`src/hw/tci_pkg.sv`:
```
// Package of constants for the three channel interval timer
package tci_pkg;
    // ------------------------------------------------------------
    // Port addresses and field positions
    // ------------------------------------------------------------
    localparam logic [7:0] PORT_CNT0     = 8'h40;
    localparam logic [7:0] PORT_CNT1     = 8'h41;
    localparam logic [7:0] PORT_CNT2     = 8'h42;
    localparam logic [7:0] PORT_CMD      = 8'h43;
    localparam logic [1:0] SEL_READBACK  = 2'h3;
    localparam logic [1:0] ACC_LATCH     = 2'h0;
    localparam logic [1:0] ACC_LSB       = 2'h1;
    localparam logic [1:0] ACC_MSB       = 2'h2;
    localparam logic [1:0] ACC_WORD      = 2'h3;
    localparam logic [1:0] MODE_RATE     = 2'h2;
    localparam logic [1:0] MODE_SQUARE   = 2'h3;
    localparam int         CW_SEL_HI     = 7;
    localparam int         CW_SEL_LO     = 6;
    localparam int         CW_ACC_HI     = 5;
    localparam int         CW_ACC_LO     = 4;
    localparam int         CW_MODE_HI    = 3;
    localparam int         CW_MODE_LO    = 1;
    localparam int         CW_BCD        = 0;
    localparam int         RB_COUNT_N    = 5;
    localparam int         RB_STATUS_N   = 4;
    localparam logic [7:0] READ_IDLE     = 8'hff;
    // ------------------------------------------------------------
    // Timing
    // ------------------------------------------------------------
    localparam int         CLK_PERIOD_NS = 10;
    localparam int         CNT_DIV       = 12;
    localparam logic [3:0] CNT_DIV_LAST  = 4'(CNT_DIV - 1);
    localparam logic [2:0] RST_MODE      = 3'h0;
endpackage : tci_pkg

```
`src/hw/tci_timer.sv`:
```
// Three channel interval timer with command port and count ports
`timescale 1ns/100ps
// Contract
// - Count loads one count period after write, while its gate is high
// - Square wave starts high, steps two, toggles
// - Square period equals count times period for even counts
// - Rate mode pulses low one period at one
// - Tone frequency equals clock over count for even counts
// - Address 11 write stores command word
// - Command word is write only
// - Decode counter, mode, BCD, access format
// - New count keeps programmed mode
// - Three count ports by address lines
// - Gates 0,1 tied high; gate2 external
// - Latch freezes count until read or reprogram
// - Second latch before read is ignored
// - Byte sequence tracked per counter
// - Readback count bit low latches counts
// - Readback status bit low latches status
// - Repeated status latch ignored until read
// - Both bits low latch count and status
// - Status read first, then count, then live
module tci_timer (
    input  wire logic       mclk,
    input  wire logic       nrst,
    input  wire logic [1:0] addr,
    input  wire logic       io_wr,
    input  wire logic       io_rd,
    input  wire logic [7:0] wdata,
    output logic      [7:0] rdata,
    input  wire logic       speaker_gate,
    output logic            system_tick_interrupt,
    output logic            refresh_request,
    output logic            speaker_tone
);
    // ------------------------------------------------------------
    // Count enable divider
    // ------------------------------------------------------------
    logic [3:0] div_r, div_nxt;
    logic       cnt_en;
    always_comb begin
        cnt_en  = (div_r == tci_pkg::CNT_DIV_LAST);
        div_nxt = cnt_en ? 4'h0 : div_r + 4'h1;
    end
    always_ff @(posedge mclk) begin
        if (!nrst) begin
            div_r <= 4'h0;
        end else begin
            div_r <= div_nxt;
        end
    end
    // ------------------------------------------------------------
    // Per-counter state
    // ------------------------------------------------------------
    logic [15:0] ce_r [3], ce_nxt [3], init_r [3], init_nxt [3];
    logic [15:0] output_latch_r [3], output_latch_nxt [3];
    logic [2:0]  mode_r [3], mode_nxt [3];
    logic [1:0]  acc_r [3], acc_nxt [3];
    logic [7:0]  st_r [3], st_nxt [3];
    logic [2:0]  bcd_r, bcd_nxt, out_r, out_nxt, null_r, null_nxt, pend_r, pend_nxt;
    logic [2:0]  olv_r, olv_nxt, stv_r, stv_nxt, wph_r, wph_nxt, rph_r, rph_nxt;
    logic [2:0]  gate;
    logic [7:0]  rdata_nxt, rdata_r;
    logic        cw_wr;
    logic [1:0]  sel;
    assign gate  = {speaker_gate, 2'h3};
    assign cw_wr = io_wr && (addr == tci_pkg::PORT_CMD[1:0]);
    assign sel   = wdata[tci_pkg::CW_SEL_HI:tci_pkg::CW_SEL_LO];

    function automatic logic [15:0] dec(input logic [15:0] v, input logic b,
                                        input logic [15:0] step);
        logic [15:0] r;
        logic [3:0]  d;
        logic        br;
        r  = v;
        br = 1'b0;
        if (!b) begin
            r = v - step;
        end else begin
            br = 1'b1;
            for (int k = 0; k < 4; k++) begin
                d = v[4*k +: 4];
                if (k == 0) begin
                    d = d - step[3:0];
                    br = (v[3:0] < step[3:0]);
                    if (br) begin
                        d = d - 4'h6;
                    end
                end else if (br) begin
                    br = (d == 4'h0);
                    d  = br ? 4'h9 : d - 4'h1;
                end
                r[4*k +: 4] = d;
            end
        end
        return r;
    endfunction : dec

    always_comb begin
        rdata_nxt = rdata_r;
        for (int i = 0; i < 3; i++) begin
            ce_nxt[i]           = ce_r[i];
            init_nxt[i]         = init_r[i];
            output_latch_nxt[i] = output_latch_r[i];
            mode_nxt[i]         = mode_r[i];
            acc_nxt[i]          = acc_r[i];
            st_nxt[i]           = st_r[i];
            bcd_nxt[i]          = bcd_r[i];
            out_nxt[i]          = out_r[i];
            null_nxt[i]         = null_r[i];
            pend_nxt[i]         = pend_r[i];
            olv_nxt[i]          = olv_r[i];
            stv_nxt[i]          = stv_r[i];
            wph_nxt[i]          = wph_r[i];
            rph_nxt[i]          = rph_r[i];
            // Counting element
            if (cnt_en && gate[i]) begin
                if (pend_r[i]) begin
                    ce_nxt[i]   = init_r[i];
                    pend_nxt[i] = 1'b0;
                    null_nxt[i] = 1'b0;
                    out_nxt[i]  = 1'b1;
                end else if (mode_r[i][1:0] == tci_pkg::MODE_SQUARE) begin
                    if (ce_r[i] <= 16'h0002 && ce_r[i] != 16'h0000) begin
                        ce_nxt[i]  = init_r[i] & 16'hfffe;
                        out_nxt[i] = ~out_r[i];
                    end else begin
                        ce_nxt[i] = dec(ce_r[i] & 16'hfffe, bcd_r[i], 16'h0002);
                    end
                end else if (mode_r[i][1:0] == tci_pkg::MODE_RATE) begin
                    if (ce_r[i] == 16'h0001) begin
                        ce_nxt[i] = init_r[i];
                    end else begin
                        ce_nxt[i] = dec(ce_r[i], bcd_r[i], 16'h0001);
                    end
                    out_nxt[i] = (ce_nxt[i] != 16'h0001);
                end else begin
                    ce_nxt[i] = dec(ce_r[i], bcd_r[i], 16'h0001);
                end
            end
            if (!olv_r[i]) begin
                output_latch_nxt[i] = ce_nxt[i];
            end
            // Command word
            if (cw_wr && sel == 2'(i)) begin
                if (wdata[tci_pkg::CW_ACC_HI:tci_pkg::CW_ACC_LO] == tci_pkg::ACC_LATCH) begin
                    if (!olv_r[i]) begin
                        olv_nxt[i]          = 1'b1;
                        output_latch_nxt[i] = ce_r[i];
                    end
                end else begin
                    acc_nxt[i]  = wdata[tci_pkg::CW_ACC_HI:tci_pkg::CW_ACC_LO];
                    mode_nxt[i] = wdata[tci_pkg::CW_MODE_HI:tci_pkg::CW_MODE_LO];
                    bcd_nxt[i]  = wdata[tci_pkg::CW_BCD];
                    null_nxt[i] = 1'b1;
                    olv_nxt[i]  = 1'b0;
                    stv_nxt[i]  = 1'b0;
                    wph_nxt[i]  = 1'b0;
                    rph_nxt[i]  = 1'b0;
                end
            end
            if (cw_wr && sel == tci_pkg::SEL_READBACK && wdata[i+1]) begin
                if (!wdata[tci_pkg::RB_COUNT_N] && !olv_r[i]) begin
                    olv_nxt[i]          = 1'b1;
                    output_latch_nxt[i] = ce_r[i];
                end
                if (!wdata[tci_pkg::RB_STATUS_N] && !stv_r[i]) begin
                    stv_nxt[i] = 1'b1;
                    st_nxt[i]  = {out_r[i], null_r[i], acc_r[i], mode_r[i], bcd_r[i]};
                end
            end
            // Count port write, phase kept per counter
            if (io_wr && addr == 2'(i)) begin
                null_nxt[i] = 1'b1;
                case (acc_r[i])
                    tci_pkg::ACC_LSB: begin
                        init_nxt[i] = {8'h00, wdata};
                        pend_nxt[i] = 1'b1;
                    end
                    tci_pkg::ACC_MSB: begin
                        init_nxt[i] = {wdata, 8'h00};
                        pend_nxt[i] = 1'b1;
                    end
                    tci_pkg::ACC_WORD: begin
                        if (!wph_r[i]) begin
                            init_nxt[i][7:0] = wdata;
                        end else begin
                            init_nxt[i][15:8] = wdata;
                            pend_nxt[i]       = 1'b1;
                        end
                        wph_nxt[i] = ~wph_r[i];
                    end
                    default: begin
                        init_nxt[i] = init_r[i];
                    end
                endcase
            end
            // Count port read: status, latched count, then live
            if (io_rd && addr == 2'(i)) begin
                if (stv_r[i]) begin
                    rdata_nxt  = st_r[i];
                    stv_nxt[i] = 1'b0;
                end else begin
                    case (acc_r[i])
                        tci_pkg::ACC_MSB: begin
                            rdata_nxt  = output_latch_r[i][15:8];
                            olv_nxt[i] = 1'b0;
                        end
                        tci_pkg::ACC_WORD: begin
                            rdata_nxt = rph_r[i] ? output_latch_r[i][15:8]
                                                 : output_latch_r[i][7:0];
                            rph_nxt[i] = ~rph_r[i];
                            if (rph_r[i]) begin
                                olv_nxt[i] = 1'b0;
                            end
                        end
                        default: begin
                            rdata_nxt  = output_latch_r[i][7:0];
                            olv_nxt[i] = 1'b0;
                        end
                    endcase
                end
            end
        end
        if (io_rd && addr == tci_pkg::PORT_CMD[1:0]) begin
            rdata_nxt = tci_pkg::READ_IDLE;
        end
    end

    always_ff @(posedge mclk) begin
        if (!nrst) begin
            for (int i = 0; i < 3; i++) begin
                ce_r[i]           <= 16'h0000;
                init_r[i]         <= 16'h0000;
                output_latch_r[i] <= 16'h0000;
                mode_r[i]         <= tci_pkg::RST_MODE;
                acc_r[i]          <= tci_pkg::ACC_LSB;
                st_r[i]           <= 8'h00;
            end
            bcd_r   <= 3'h0;
            out_r   <= 3'h7;
            null_r  <= 3'h0;
            pend_r  <= 3'h0;
            olv_r   <= 3'h0;
            stv_r   <= 3'h0;
            wph_r   <= 3'h0;
            rph_r   <= 3'h0;
            rdata_r <= 8'h00;
        end else begin
            ce_r           <= ce_nxt;
            init_r         <= init_nxt;
            output_latch_r <= output_latch_nxt;
            mode_r         <= mode_nxt;
            acc_r          <= acc_nxt;
            st_r           <= st_nxt;
            bcd_r          <= bcd_nxt;
            out_r          <= out_nxt;
            null_r         <= null_nxt;
            pend_r         <= pend_nxt;
            olv_r          <= olv_nxt;
            stv_r          <= stv_nxt;
            wph_r          <= wph_nxt;
            rph_r          <= rph_nxt;
            rdata_r        <= rdata_nxt;
        end
    end
    assign rdata                 = rdata_r;
    assign system_tick_interrupt = out_r[0];
    assign refresh_request       = out_r[1];
    assign speaker_tone          = out_r[2];

    // ------------------------------------------------------------
    // Checks
    // ------------------------------------------------------------
    property p_div;
        @(posedge mclk) disable iff (!nrst) cnt_en |=> !cnt_en [*8];
    endproperty
    a_div: assert property (p_div) else $error("Enable too frequent");
    property p_load;
        @(posedge mclk) disable iff (!nrst) (cnt_en && pend_r[0])
            |=> (ce_r[0] == $past(init_r[0]));
    endproperty
    a_load: assert property (p_load) else $error("Count not loaded");
    property p_null;
        @(posedge mclk) disable iff (!nrst) (io_wr && addr == 2'h0) |=> null_r[0];
    endproperty
    a_null: assert property (p_null) else $error("Null flag not set");
    property p_cw_ro;
        @(posedge mclk) disable iff (!nrst) (io_rd && addr == 2'h3) |=> rdata == 8'hff;
    endproperty
    a_cw_ro: assert property (p_cw_ro) else $error("Command word readable");
    property p_hold;
        @(posedge mclk) disable iff (!nrst) (olv_r[2] && !(io_rd && addr == 2'h2) && !cw_wr)
            |=> output_latch_r[2] == $past(output_latch_r[2]);
    endproperty
    a_hold: assert property (p_hold) else $error("Latch moved");
    property p_stfirst;
        @(posedge mclk) disable iff (!nrst) (stv_r[0] && io_rd && addr == 2'h0)
            |=> rdata == $past(st_r[0]);
    endproperty
    a_stfirst: assert property (p_stfirst) else $error("Status not first");
    property p_st_hold;
        @(posedge mclk) disable iff (!nrst) stv_r[0] |=> st_r[0] == $past(st_r[0]);
    endproperty
    a_st_hold: assert property (p_st_hold) else $error("Status latch moved");
    property p_rate;
        @(posedge mclk) disable iff (!nrst) $fell(refresh_request) |-> mode_r[1][1:0] == 2'b10;
    endproperty
    a_rate: assert property (p_rate) else $error("Unexpected low pulse");
    property p_gate;
        @(posedge mclk) disable iff (!nrst) (!speaker_gate && !pend_r[2])
            |=> ce_r[2] == $past(ce_r[2]);
    endproperty
    a_gate: assert property (p_gate) else $error("Gated counter moved");
    c_tick: cover property (@(posedge mclk) disable iff (!nrst) $rose(system_tick_interrupt));
    c_stat: cover property (@(posedge mclk) disable iff (!nrst) $fell(stv_r[0]));
    c_lat: cover property (@(posedge mclk) disable iff (!nrst) $fell(olv_r[2]));
endmodule : tci_timer

```
`config.mk`:
```
export PLATFORM = sky130hd
export DESIGN_NAME = tci_timer
export DESIGN_NICKNAME = d
export VERILOG_FILES = /design/src/hw/tci_pkg.sv /design/src/hw/tci_timer.sv
export SDC_FILE = /design/constraint.sdc
export NUM_CORES = 1
export LEC_CHECK = 0
export BUFFER_PORTS_ARGS = -buffer_cell sky130_fd_sc_hd__buf_2
export CORE_MARGIN = 2
export CORE_UTILIZATION = 50
export DETAILED_ROUTE_END_ITERATION = 6
export PLACE_DENSITY_LB_ADDON = 0.1
export SLEW_MARGIN = 40
export SYNTH_ARGS = -nofsm -noshare
export SYNTH_HDL_FRONTEND = slang
export SYNTH_SLANG_ARGS = --single-unit
```
`constraint.sdc`:
```
create_clock -name mclk -period 3.5 [get_ports mclk]
set_input_delay 0.175 -clock mclk [delete_from_list [all_inputs] [get_ports mclk]]
set_output_delay 0.175 -clock mclk [all_outputs]
set_load 0.01 [all_outputs]
```
==> impl_metrics.env <==
export IMPL_p_leak_nw=6.426
export IMPL_synth_top_area_share_pct=28.90
export IMPL_cap_violations=0
export IMPL_start_util_pct=51.04
export IMPL_period_share_pct=90.32
export IMPL_placed_cells=2360
export IMPL_whs_ns=0.01682
export IMPL_reg2reg_slack_ns=0.34
export IMPL_worstSetupStartpointType="flip-flop"
export IMPL_track_usage_pct=37.60
export IMPL_hold_class="input pin to flip-flop"
export IMPL_die_area_sq_um=31750
export IMPL_critPathMaxStageDelay_ns=0.75
export IMPL_grt_max_degree=54
export IMPL_antenna_found_initial=0
export IMPL_end_kind="flip-flop"
export IMPL_num_rows=63
export IMPL_required_ns=3.90
export IMPL_dr_first_iter_drc_count=2319
export IMPL_path_class="flip-flop to flip-flop"
export IMPL_cts_tree="built"
export IMPL_ant_nets=0
export IMPL_synth_fp_nets=2069
export IMPL_finish_utilization_pct=56.13
export IMPL_hpwl_mm=43.85
export IMPL_fmax_mhz=316.3
export IMPL_yosys_warnings=0
export IMPL_powerDensity_nw_per_um2=331.9
export IMPL_synth_seq_cells=219
export IMPL_finalPower_mw=5.536
export IMPL_stdcell_count=2403
export IMPL_layout_nets=2044
export IMPL_insertedDiodeCount=0
export IMPL_drt_wl_total_mm=59.92
export IMPL_wire_per_inst_um=24.94
export IMPL_cts_buffers=26
export IMPL_worstReg2RegEnd="out_r[0]"
export IMPL_r2r_start="ce_r[33]"
export IMPL_r2r_cells=9
export IMPL_syn_inst=2023
export IMPL_drive_above_1_share_pct=11.77
export IMPL_synth_edf_count=0
export IMPL_synth_ff_type="dfxtp_1"
export IMPL_post_cts_buffers=0
export IMPL_viasPerCell=6.895
export IMPL_hold_path_endpoint="init_r[6]"
export IMPL_hold_start="wdata[6]"
export IMPL_synthArstFlopShare_pct=0
export IMPL_io_pins=26
export IMPL_crit_slowest_cell="nor4bb_1"
export IMPL_die_h_um=178.2
export IMPL_ys_types=90
export IMPL_synth_area_leader_cell="dfxtp_1"
export IMPL_worstPathMaxFanout=5
export IMPL_synth_area_sq_um=15170
export IMPL_crit_chain="inv_1 > ha_1 > nor4bb_1 > a31oi_1 > nor4_1 > xor2_1 > or4_1 > a211oi_1 > a31oi_1"
export IMPL_final_common_cell="dfxtp_1"
export IMPL_die_w_um=178.2
export IMPL_finalHoldViolCount=0
export IMPL_path_clk_slew_ns=0.06
export IMPL_period_needed_ns=3.161
export IMPL_drt_first_pass_iters=6
export IMPL_hold_buffers=0
export IMPL_io_buffers=25
export IMPL_peakVddDrop_mv=0.3635
export IMPL_drc=0
export IMPL_slew_headroom_pct=40.30
export IMPL_grt_pass1_vias=15370
export IMPL_htreeDepth=1
export IMPL_rsz0062_at_grt="false"
export IMPL_final_cell_mix="218 x dfxtp_1, 202 x a21oi_1, 181 x nand2_1"
export IMPL_crit_arrival_ns=3.56
export IMPL_clk_latency_ns=0.55
export IMPL_post_cts_resize_count=0
export IMPL_root_buffer="clkbuf_16"
export IMPL_gp_congestion=0.9989
export IMPL_setup_tns_ns=0
export IMPL_synth_seq_area_share_pct=28.90
export IMPL_fin_skew_ns=0.02948
export IMPL_synth_area_leaders="dfxtp_1 29%, a21oi_1 6.7%, nand2_1 4.5%, mux2i_1 4.4%, nor2_1 4.1%"
export IMPL_finalMaxSlewViolations=0
export IMPL_grt_first_pass_wirelength_mm=92.78
export IMPL_core_area_sq_um=29720
export IMPL_cts_sinks=219
export IMPL_hold_depth=3
export IMPL_cpMostUsedCell="a31oi_1"
export IMPL_setup_violations=0
export IMPL_worst_pin_slew_ns=0.8895
export IMPL_overflow=0
export IMPL_synthToLayoutAreaGrowth_pct=9.973
export IMPL_cts_max_path_buffers=3
export IMPL_synth_avg_cell_area_sq_um=7.498
export IMPL_run_status="finished, final reports clean"
export IMPL_num_vias=16570
[cell families after synthesis]
family | Yosys count | share of synthesized area [%]
xor+xnor | 43 | 2.483
fa+ha+maj | 31 | 2.557
buf+inv | 236 | 5.964
compound gates | 690 | 30.20
mux | 86 | 5.906
simple gates | 718 | 23.99
flops | 219 | 28.90
[through the flow]
stage,worst slack [ns],instance area [sq um]
2_1_floorplan,0.6135,15170
3_3_place_gp,0.3878,15860
3_5_place_dp,0.4164,15870
4_1_cts,0.4114,16670
5_1_grt,0.07836,16680
6_report,0.3387,16680
[routing by layer]
layer | GRT usage, % | wire [um]
met5 | 0 | 0
met4 | 15.96 | 2802
met3 | 7.587 | 5974
met2 | 58.03 | 25940
met1 | 50.97 | 25210
[final cells by class]
| type | count | area [sq um] |
|---|---|---|
| clock buffers | 36 | 718.2 |
| clock inverters | 7 | 77.57 |
| fillers | 2855 | 13040 |
| inverters | 61 | 231.5 |
| multi-input cells | 1568 | 9927 |
| flip-flops and latches | 219 | 4385 |
| well taps | 390 | 488.0 |
| repair buffers | 122 | 853.3 |
[sequential cells by signal, indices dropped and copies added (netlist names), 4 cells and up]
| signal | flops |
|---|---|
| acc_r | 6 |
| ce_r | 48 |
| div_r | 4 |
| init_r | 48 |
| mode_r | 9 |
| output_latch_r | 48 |
| rdata | 8 |
| st_r | 24 |
[worst max path at each step]
stage                         from            endpoint  slack, ns  depth (start not counted)
after global routing       ce_r[1]  output_latch_r[10]       0.08                          9
after detailed placement  ce_r[33]            out_r[0]       0.42                          9
after floorplan            ce_r[1]            out_r[2]       0.61                         10
final                     ce_r[33]            out_r[0]       0.34                          9
after global placement    ce_r[38]            ce_r[32]       0.39                          8
after CTS                 ce_r[33]            out_r[0]       0.41                          9
[worst max-delay path, delay by kind of cell, from the launching register on]
kind / cells / cell delay (ns)
simple gates: 3 / 1.59
compound gates: 3 / 0.62
flops: 1 / 0.30
fa+ha+maj: 1 / 0.21
xor+xnor: 1 / 0.17
buf+inv: 1 / 0.13
[where the power goes]
group          leakage [nW]  switching (mW)  internal (mW)
Combinational          4.27           0.270          0.118
Clock                 0.387            1.09           1.50
Sequential             1.77          0.0408           2.52
[cell usage after synthesis, drive strengths merged, types with 33 or more instances]
library cell and instances:
o221ai 40, mux2i 67, dfxtp 219, a21oi 202, clkbuf 153, a211oi 33, inv 56, nor4 37
o21ai 128, nand3 102, nand2 181, nor2 164, nor3 50
Power figures use the tool's default switching activity.
